## config.mk

```make
export PLATFORM = sky130hd
export DESIGN_NAME = ncocr_regs
export DESIGN_NICKNAME = d
export VERILOG_FILES = /design/src/ncocr_pkg.sv /design/src/ncocr_car_if.sv /design/src/ncocr_mix.sv /design/src/ncocr_regs.sv /design/src/ncocr_wave.sv
export SDC_FILE = /design/constraint.sdc
export NUM_CORES = 2
export LEC_CHECK = 0
export BUFFER_PORTS_ARGS = -buffer_cell sky130_fd_sc_hd__buf_4
export CAP_MARGIN = 40
export CORE_UTILIZATION = 43
export DETAILED_ROUTE_END_ITERATION = 12
export PLACE_DENSITY = 0.63
export SLEW_MARGIN = 25
export SYNTH_ARGS = -nofsm -noshare
export SYNTH_HDL_FRONTEND = slang
export SYNTH_SLANG_ARGS = --single-unit
```

## constraint.sdc

```tcl
create_clock -name CLK -period 16.7 [get_ports CLK]
set_input_delay 1.67 -clock CLK [delete_from_list [all_inputs] [get_ports CLK]]
set_output_delay 1.67 -clock CLK [all_outputs]
set_load 0.03 [all_outputs]
```

## src/ncocr_pkg.sv

```systemverilog
package ncocr_pkg;

  // ----------------------------------------
  // register map
  // ----------------------------------------
  localparam logic [6:0] ADDR_TUNE0 = 7'h54;
  localparam logic [6:0] ADDR_TUNE1 = 7'h55;
  localparam logic [6:0] ADDR_TUNE2 = 7'h56;
  localparam logic [6:0] ADDR_TUNE3 = 7'h57;
  localparam logic [6:0] ADDR_PHI = 7'h58;
  localparam logic [6:0] ADDR_PLO = 7'h59;
  localparam logic [6:0] ADDR_CTRL = 7'h5a;

  // ----------------------------------------
  // control register fields and reset values
  // ----------------------------------------
  localparam int CTRL_SIDEBAND = 0;
  localparam int CTRL_TUNE_REQ = 2;
  localparam int CTRL_TUNE_ACK = 3;
  localparam int CTRL_FRM_REQ = 4;
  localparam int CTRL_FRM_ACK = 5;
  localparam int CTRL_BYPASS = 7;
  localparam logic [7:0] CTRL_RESET = 8'h80;
  localparam logic [7:0] CTRL_RW_MASK = 8'h95;
  localparam logic [31:0] TUNE_RESET = 32'h0;
  localparam logic [15:0] PHASE_RESET = 16'h0;
  localparam logic [7:0] RDATA_NONE = 8'h00;

  // ----------------------------------------
  // timing: least length of an extended frame strobe
  // ----------------------------------------
  localparam int CLK_PERIOD_PS = 4000;
  localparam int FRAME_EXT_NS = 16;
  localparam logic [3:0] FRAME_EXT_CYC =
    4'((FRAME_EXT_NS * 1000 + CLK_PERIOD_PS - 1) / CLK_PERIOD_PS);

  // ----------------------------------------
  // carrier shape
  // ----------------------------------------
  localparam logic [15:0] QUARTER_TURN = 16'h4000;
  localparam logic [15:0] AMP_MAX = 16'h7fff;

  typedef enum logic [1:0] {
    FRM_IDLE = 2'b01,
    FRM_ARMED = 2'b10
  } ncocr_frm_type;

endpackage

```

## src/ncocr_car_if.sv

```systemverilog
`timescale 1ns/1ps
// carrier path between the register core, the wave generator and the mixer
interface ncocr_car_if;
  logic [15:0] phase;
  logic phase_vld;
  logic signed [15:0] cos_v;
  logic signed [15:0] sin_v;
  logic car_vld;
  logic signed [15:0] di;
  logic signed [15:0] dq;
  logic sideband;
  logic signed [15:0] mi;
  logic signed [15:0] mq;
  logic mix_vld;

  modport core (output phase, phase_vld, di, dq, sideband,
                input cos_v, sin_v, car_vld, mi, mq, mix_vld);
  modport wave (input phase, phase_vld, output cos_v, sin_v, car_vld);
  modport mix (input cos_v, sin_v, car_vld, di, dq, sideband,
               output mi, mq, mix_vld);
endinterface

```

## src/ncocr_mix.sv

```systemverilog
`timescale 1ns/1ps
module ncocr_mix
  import ncocr_pkg::*;
(
  // clock and reset
  input wire logic clk,
  input wire logic rst_b,
  // carrier path
  ncocr_car_if.mix car
);

  typedef struct packed {
    logic vld;
    logic [15:0] mi;
    logic [15:0] mq;
  } ncocr_mix_type;

  ncocr_mix_type q_r;
  ncocr_mix_type q_nxt;
  logic signed [31:0] pic;
  logic signed [31:0] pqs;
  logic signed [31:0] pis;
  logic signed [31:0] pqc;
  logic signed [32:0] si;
  logic signed [32:0] sq;

  assign pic = car.di * car.cos_v;
  assign pqs = car.dq * car.sin_v;
  assign pis = car.di * car.sin_v;
  assign pqc = car.dq * car.cos_v;

  // high side rotates by +wt, low side by the conjugate carrier (inverted spectrum)
  always_comb begin
    q_nxt = q_r;
    q_nxt.vld = car.car_vld;
    if (car.sideband) begin
      si = 33'(pic) + 33'(pqs);
      sq = 33'(pqc) - 33'(pis);
    end else begin
      si = 33'(pic) - 33'(pqs);
      sq = 33'(pis) + 33'(pqc);
    end
    // half gain keeps the sum of two full products from overflowing
    if (car.car_vld) begin
      q_nxt.mi = si[31:16];
      q_nxt.mq = sq[31:16];
    end
  end

  // single register stage, the core counts on exactly one cycle here
  always_ff @(posedge clk) begin
    if (!rst_b) begin
      q_r <= '0;
    end else begin
      q_r <= q_nxt;
    end
  end

  assign car.mix_vld = q_r.vld;
  assign car.mi = q_r.mi;
  assign car.mq = q_r.mq;

endmodule // ncocr_mix

```

## src/ncocr_regs.sv

```systemverilog
// Function
// - the 32-bit tuning word sits in four byte registers, low byte at the lowest address.
// - writing a tuning byte changes only the shadow copy, never the running frequency.
// - the shadow word is loaded into the oscillator only on a 0 to 1 edge of the update request.
// - after that load the update acknowledge bit is set to 1.
// - a 16-bit two's complement phase offset, high byte first, becomes the phase at reset.
// - a 0 to 1 edge of the frame reset request resets the oscillator on the next extended strobe.
// - after that frame reset the frame reset acknowledge bit is set to 1.
// - sideband select 0 gives the high-side image, 1 the inverted low-side image.
`timescale 1ns/1ps
module ncocr_regs
  import ncocr_pkg::*;
(
  // clock and reset
  input wire logic CLK,
  input wire logic RST_B,
  // register port
  input wire logic [6:0] REG_ADDR,
  input wire logic REG_WR_EN,
  input wire logic [7:0] REG_WDATA,
  input wire logic REG_RD_EN,
  output logic [7:0] REG_RDATA,
  // frame strobe pin
  input wire logic FRAME_STROBE_IN,
  // sample stream
  input wire logic IN_VALID,
  input wire logic [15:0] IN_I,
  input wire logic [15:0] IN_Q,
  output logic OUT_VALID,
  output logic [15:0] OUT_I,
  output logic [15:0] OUT_Q
);

  // ----------------------------------------
  // state
  // ----------------------------------------
  typedef struct packed {
    logic [31:0] tune_sh;
    logic [31:0] tune_act;
    logic [15:0] phase_off;
    logic [15:0] off_act;
    logic [7:0] ctrl;
    logic [31:0] acc;
    logic frm_s1;
    logic frm_s2;
    logic [3:0] frm_cnt;
    ncocr_frm_type frm_st;
    logic [15:0] phase;
    logic s1_vld;
    logic [15:0] s1_i;
    logic [15:0] s1_q;
    logic [15:0] s2_i;
    logic [15:0] s2_q;
    logic [15:0] s3_i;
    logic [15:0] s3_q;
    logic [7:0] rdata;
    logic out_vld;
    logic [15:0] out_i;
    logic [15:0] out_q;
  } ncocr_state_type;

  ncocr_state_type q_r;
  ncocr_state_type q_nxt;
  logic wr_ctrl;
  logic tune_rise;
  logic frm_rise;
  logic ext_evt;
  logic frm_fire;

  ncocr_car_if car ();

  // ----------------------------------------
  // carrier generator and mixer
  // ----------------------------------------
  ncocr_wave u_wave (
    .clk(CLK),
    .rst_b(RST_B),
    .car(car.wave)
  );

  ncocr_mix u_mix (
    .clk(CLK),
    .rst_b(RST_B),
    .car(car.mix)
  );

  assign car.phase = q_r.phase;
  assign car.phase_vld = q_r.s1_vld;
  assign car.di = q_r.s2_i;
  assign car.dq = q_r.s2_q;
  assign car.sideband = q_r.ctrl[CTRL_SIDEBAND];

  // byte address hit on a write
  function automatic logic wr_hit(input logic [6:0] a);
    wr_hit = REG_WR_EN && REG_ADDR == a;
  endfunction

  // ----------------------------------------
  // request edges and extended strobe
  // ----------------------------------------
  // edges come from the write itself, so a steady 1 rewritten loads nothing
  // written out: a continuous assign would only wake on the function's constant argument
  assign wr_ctrl = REG_WR_EN && REG_ADDR == ADDR_CTRL;
  assign tune_rise = wr_ctrl && REG_WDATA[CTRL_TUNE_REQ] && !q_r.ctrl[CTRL_TUNE_REQ];
  assign frm_rise = wr_ctrl && REG_WDATA[CTRL_FRM_REQ] && !q_r.ctrl[CTRL_FRM_REQ];
  // fires once when the synced strobe has been high for the least length
  assign ext_evt = q_r.frm_s2 && q_r.frm_cnt == FRAME_EXT_CYC - 4'h1;
  assign frm_fire = q_r.frm_st == FRM_ARMED && ext_evt;

  // ----------------------------------------
  // next state
  // ----------------------------------------
  always_comb begin
    q_nxt = q_r;
    // strobe pin synchroniser and length counter
    q_nxt.frm_s1 = FRAME_STROBE_IN;
    q_nxt.frm_s2 = q_r.frm_s1;
    if (!q_r.frm_s2) begin
      q_nxt.frm_cnt = 4'h0;
    end else if (q_r.frm_cnt != FRAME_EXT_CYC) begin
      q_nxt.frm_cnt = 4'(q_r.frm_cnt + 4'h1);
    end

    // register writes
    if (wr_hit(ADDR_TUNE0)) begin
      q_nxt.tune_sh[7:0] = REG_WDATA;
    end
    if (wr_hit(ADDR_TUNE1)) begin
      q_nxt.tune_sh[15:8] = REG_WDATA;
    end
    if (wr_hit(ADDR_TUNE2)) begin
      q_nxt.tune_sh[23:16] = REG_WDATA;
    end
    if (wr_hit(ADDR_TUNE3)) begin
      q_nxt.tune_sh[31:24] = REG_WDATA;
    end
    if (wr_hit(ADDR_PHI)) begin
      q_nxt.phase_off[15:8] = REG_WDATA;
    end
    if (wr_hit(ADDR_PLO)) begin
      q_nxt.phase_off[7:0] = REG_WDATA;
    end
    if (wr_ctrl) begin
      // only bypass, both requests and sideband are writable
      q_nxt.ctrl = (REG_WDATA & CTRL_RW_MASK) | (q_r.ctrl & ~CTRL_RW_MASK);
      // dropping a request clears its acknowledge
      if (!REG_WDATA[CTRL_TUNE_REQ]) begin
        q_nxt.ctrl[CTRL_TUNE_ACK] = 1'b0;
      end
      if (!REG_WDATA[CTRL_FRM_REQ]) begin
        q_nxt.ctrl[CTRL_FRM_ACK] = 1'b0;
      end
    end

    // tuning update; the set is placed after the clear so it wins
    if (tune_rise) begin
      q_nxt.tune_act = q_r.tune_sh;
      q_nxt.ctrl[CTRL_TUNE_ACK] = 1'b1;
    end

    // accumulator steps once per sample, phase taken before the step
    q_nxt.s1_vld = IN_VALID;
    if (IN_VALID) begin
      q_nxt.phase = 16'(q_r.acc[31:16] + q_r.off_act);
      q_nxt.acc = 32'(q_r.acc + q_r.tune_act);
      q_nxt.s1_i = IN_I;
      q_nxt.s1_q = IN_Q;
    end

    // frame reset arm and fire
    unique case (q_r.frm_st)
      FRM_IDLE: begin
        if (frm_rise) begin
          q_nxt.frm_st = FRM_ARMED;
        end
      end
      FRM_ARMED: begin
        if (ext_evt) begin
          q_nxt.acc = 32'h0;
          q_nxt.off_act = q_r.phase_off;
          // set after the write decode so it beats a same-cycle clear
          q_nxt.ctrl[CTRL_FRM_ACK] = 1'b1;
          q_nxt.frm_st = FRM_IDLE;
        end
      end
      default: begin
        q_nxt.frm_st = FRM_IDLE;
      end
    endcase

    // sample delay line matching the carrier pipeline
    if (q_r.s1_vld) begin
      q_nxt.s2_i = q_r.s1_i;
      q_nxt.s2_q = q_r.s1_q;
    end
    if (car.car_vld) begin
      q_nxt.s3_i = q_r.s2_i;
      q_nxt.s3_q = q_r.s2_q;
    end

    // output select; both paths share one latency so bypass switches cleanly
    q_nxt.out_vld = car.mix_vld;
    if (car.mix_vld) begin
      if (q_r.ctrl[CTRL_BYPASS]) begin
        q_nxt.out_i = q_r.s3_i;
        q_nxt.out_q = q_r.s3_q;
      end else begin
        q_nxt.out_i = car.mi;
        q_nxt.out_q = car.mq;
      end
    end

    // register read, held until the next read
    if (REG_RD_EN) begin
      unique case (REG_ADDR)
        ADDR_TUNE0: q_nxt.rdata = q_r.tune_sh[7:0];
        ADDR_TUNE1: q_nxt.rdata = q_r.tune_sh[15:8];
        ADDR_TUNE2: q_nxt.rdata = q_r.tune_sh[23:16];
        ADDR_TUNE3: q_nxt.rdata = q_r.tune_sh[31:24];
        ADDR_PHI: q_nxt.rdata = q_r.phase_off[15:8];
        ADDR_PLO: q_nxt.rdata = q_r.phase_off[7:0];
        // acknowledges read back live so software can poll them
        ADDR_CTRL: q_nxt.rdata = q_r.ctrl;
        default: q_nxt.rdata = RDATA_NONE;
      endcase
    end
  end

  // ----------------------------------------
  // state register
  // ----------------------------------------
  always_ff @(posedge CLK) begin
    if (!RST_B) begin
      q_r <= '0;
      q_r.tune_sh <= TUNE_RESET;
      q_r.tune_act <= TUNE_RESET;
      q_r.phase_off <= PHASE_RESET;
      q_r.off_act <= PHASE_RESET;
      q_r.ctrl <= CTRL_RESET;
      q_r.frm_st <= FRM_IDLE;
    end else begin
      q_r <= q_nxt;
    end
  end

  assign REG_RDATA = q_r.rdata;
  assign OUT_VALID = q_r.out_vld;
  assign OUT_I = q_r.out_i;
  assign OUT_Q = q_r.out_q;
endmodule // ncocr_regs

```

## src/ncocr_wave.sv

```systemverilog
`timescale 1ns/1ps
module ncocr_wave
  import ncocr_pkg::*;
(
  // clock and reset
  input wire logic clk,
  input wire logic rst_b,
  // carrier path
  ncocr_car_if.wave car
);

  typedef struct packed {
    logic vld;
    logic [15:0] cos_v;
    logic [15:0] sin_v;
  } ncocr_wave_type;

  ncocr_wave_type q_r;
  ncocr_wave_type q_nxt;

  // parabolic sine: 4x(1-x) per half turn, no table needed at this precision
  function automatic logic [15:0] para(input logic [15:0] p);
    logic [29:0] x;
    logic [29:0] y;
    logic [15:0] m;
    x = {15'h0, p[14:0]};
    y = 30'(x * (30'(QUARTER_TURN) * 30'h2 - x));
    m = (y[28:13] > AMP_MAX) ? AMP_MAX : y[28:13];
    para = p[15] ? 16'(-m) : m;
  endfunction

  // one cycle from phase to cosine and sine
  always_comb begin
    q_nxt = q_r;
    q_nxt.vld = car.phase_vld;
    if (car.phase_vld) begin
      q_nxt.sin_v = para(car.phase);
      q_nxt.cos_v = para(16'(car.phase + QUARTER_TURN));
    end
  end

  // single register stage, the core counts on exactly one cycle here
  always_ff @(posedge clk) begin
    if (!rst_b) begin
      q_r <= '0;
    end else begin
      q_r <= q_nxt;
    end
  end

  assign car.car_vld = q_r.vld;
  assign car.cos_v = q_r.cos_v;
  assign car.sin_v = q_r.sin_v;
endmodule // ncocr_wave
```

==> metrics.csv <==
stage,metric,value,unit
floorplanning,ios,94,
cts,cts_setup_buffers,0,
synthesis,ys_warn_count,0,
cts,cts_buffers,43,
cts,cts-root-buf,clkbuf_16,
synthesis,ys_types,107,
synthesis,synth-seq-cells,362,
pwr,p_per_area,40.3,nW/µm²
pwr,ir_drop,0.0000644,V
floorplanning,die_x,406,µm
floorplanning,fp.dieH,406,µm
placement,io_buffers,93,
worst_setup_path,cp.arrival,10890,ps
cts,clockBufferDepth,3,
final_layout,largest_reg_flops,204,
cts,cts_tree,yes,
placement,dp.cells,9868,
worst_setup_path,crit_fanout,30,
sta,slew_headroom,45.1,%
cts,clock_sinks,362,
final_layout,layout-drive-gt1-share,4.64,%
synthesis,synth_edf_count,0,
synthesis,ys.flop_type,dfxtp_1,
global_routing,grt_first_pass_wirelength,307000,µm
cts,ctsResizeCount,0,
pwr,leakage,35.3,nW
global_routing,groute.usage.overall,23.9,%
worst_setup_path,cpMaxStageDelayCell,fa_1,
synthesis,netlist.area_leader.share,37.6,%
synthesis,syn_area,70100,µm²
synthesis,synth_most_common_cell,inv_1,
route,ant_nets,0,
global_routing,antenna_found_initial,8,
synthesis,synth.yosys.seq_area_share,10.3,%
floorplanning,initial_core_util,43.5,%
worst_setup_path,endpoint_kind,flop,
route,routed_wl,191000,µm
sta,fin_skew,34.4,ps
synthesis,yosys-top-cells-area,"fa_1 38%, ha_1 10%, dfxtp_1 10%",
global_routing,first_global_vias,55000,
global_routing,grt_max_degree,126,
floorplanning,rows,147,
floorplanning,die_area,165000,µm²
sta,rsz0062_at_grt,false,
sta,fin_crit,10430,ps
cts,clk_pin_slew,70,ps
final_layout,fin_cells,9962,
worst_setup_path,cp_slowest_stage_delay,550,ps
synthesis,async_flop_share,0,%
cts,ctsHtreeMaxLevel,2,
final_layout,top_register,q_r,
synthesis,syn_avg_cell_area,8.87,µm²
sta,maxSlewViolCount,0,
worst_setup_path,reg2reg_slack,6270,ps
worst_setup_path,path_class,reg2reg,
synthesis,post-synth-top-area-cell,fa_1,
worst_setup_path,cp-start-kind,flop,
job,cap_viol_max_count,0,
placement,gp_congestion,0.908,
global_routing,grt_overflow,0,
sta,setup_viol,0,
run_status,outcome,completed,
sta,tightest_slew,822,ps
final_layout,syn_to_final_growth,6.05,%
final_layout,layout.nets,9716,
route,dr.pass1.iters,6,
route,dr.first_iter.drc_count,3600,
sta,fin_setup_tns,0,ps
sta,clock.fmax,0.0959,GHz
cts,cts_hold_buf,0,
final_layout,nFillCells,15700,
route,post_drt_wl_per_cell,19.1,µm
worst_setup_path,cp.required,17160,ps
sta,min_period_over_period,62.4,%
sta,hold_violations,0,
route,via_per_inst,5.24,
synthesis,ys_top_cells_by_count,"1,506 x inv_1, 1,315 x fa_1, 817 x nand2_1",
worst_hold_path,min_path_type,reg2reg,
sta,hold_ws,450,ps
placement,dpl.hpwl,147000,µm
cts,worstSkewPairLatency,630,ps
route,drc,0,
floorplanning,coreArea,161000,µm²
route,num_vias,52200,
synthesis,syn_inst,7894,
worst_setup_path,worst_path_most_repeated_cell,fa_1,
==> cell families (layout without fill, tap and decap cells) <==
family                     count (synthesis)  in the layout  share of synthesized area (%)
and+or+nand+nor                         2348           2348                           16.4
buffers and inverters                   1918           1796                           10.5
adders and majority gates               1899           1899                           48.0
AOI/OAI and AO/OA                        835            835                           7.67
DFF                                      362            362                           10.3
xor gates and xnor gates                 316            316                           3.98
muxes                                    214            214                           3.07
other                                      2             32                         0.0107
==> worst paths after layout <==
kind | endpoint | start | cells past startpoint
worst max-delay path | u_wave.car.cos_v[14] | car.phase[1] | 36
worst min-delay path | q_r[160] | q_nxt[160] | 1
worst max register to register | u_wave.car.cos_v[14] | car.phase[1] | 36
worst min register to register | q_r[160] | q_nxt[160] | 1
==> power breakdown <==
part	internal (mW)	switching (mW)	total, mW
Combinational	0.416	0.667	1.08
Clock	0.559	0.435	0.993
Sequential	0.892	0.0295	0.921
==> cells in the final DEF, fill, tap and decap left out, types with 18 or more instances in the layout <==
cell type | netlist | final
mux2i_1 | 206 | 206
fa_1 | 1315 | 1315
a211oi_1 | 58 | 58
xor2_1 | 91 | 91
and3_1 | 21 | 21
buf_4 | 40 | 193
nor2_1 | 484 | 484
a22oi_1 | 20 | 20
a21oi_1 | 307 | 307
inv_1 | 1506 | 1506
nand2b_1 | 204 | 204
a31oi_1 | 37 | 37
xnor2_1 | 223 | 223
conb_1 | 2 | 26
nand2_1 | 817 | 817
nand4_1 | 20 | 20
or2_2 | 19 | 19
nor2b_1 | 83 | 83
nor3_1 | 55 | 55
and2_1 | 467 | 467
nand3_1 | 75 | 75
o21ai_0 | 119 | 119
o21a_1 | 38 | 38
or3_1 | 18 | 18
o21bai_1 | 26 | 26
a21o_1 | 71 | 71
clkbuf_16 | 0 | 43
ha_1 | 584 | 584
dfxtp_1 | 362 | 353
==> final cells by class <==
type / count / area (µm²) / share of cell area (%)
inverter: 1509 / 5670 / 7.63
clock inverter: 21 / 259 / 0.349
sequential: 362 / 7260 / 9.78
timing repair buffer: 210 / 1640 / 2.20
clock buffer: 56 / 1190 / 1.61
multi-input combinational: 5638 / 55500 / 74.8
antenna: 6 / 15.0 / 0.0202
tap: 2160 / 2700 / 3.64
==> worst max-delay path, delay by kind of cell (launching register included) <==
kind                     cells  cell delay, ps
XOR/XNOR                     1             150
flip-flops                   1             460
buffers and inverters        4             420
AO/OA/AOI/OAI                9            1970
AND/OR/NAND/NOR             12            3050
adder cells (fa/ha/maj)     10            4220
==> per-stage QoR <==
| stage | instance area [µm²] | total power, mW | util (%) | worst slack [ps] |
|---|---|---|---|---|
| 2_1_floorplan | 70100 | 1.70 | - | 7300 |
| 3_3_place_gp | 72600 | 1.99 | 45.1 | 6670 |
| 3_5_place_dp | 72700 | 2.01 | 45.1 | 6320 |
| 4_1_cts | 74200 | 3.01 | 46.0 | 6290 |
| 5_1_grt | 74300 | 3.16 | 46.1 | 5550 |
| 6_report | 74300 | 3.00 | 46.1 | 6270 |
==> per-layer routing <==
layer / routed length [µm] / vias up / track usage, %
li1: - / 23900 / -
met1: 82600 / 26500 / 32.2
met2: 88800 / 1461 / 39.3
met3: 10900 / 301 / 2.83
met4: 8200 / 6 / 9.16
met5: 35 / - / 0
Note: power is estimated with default switching activity, not from simulation.
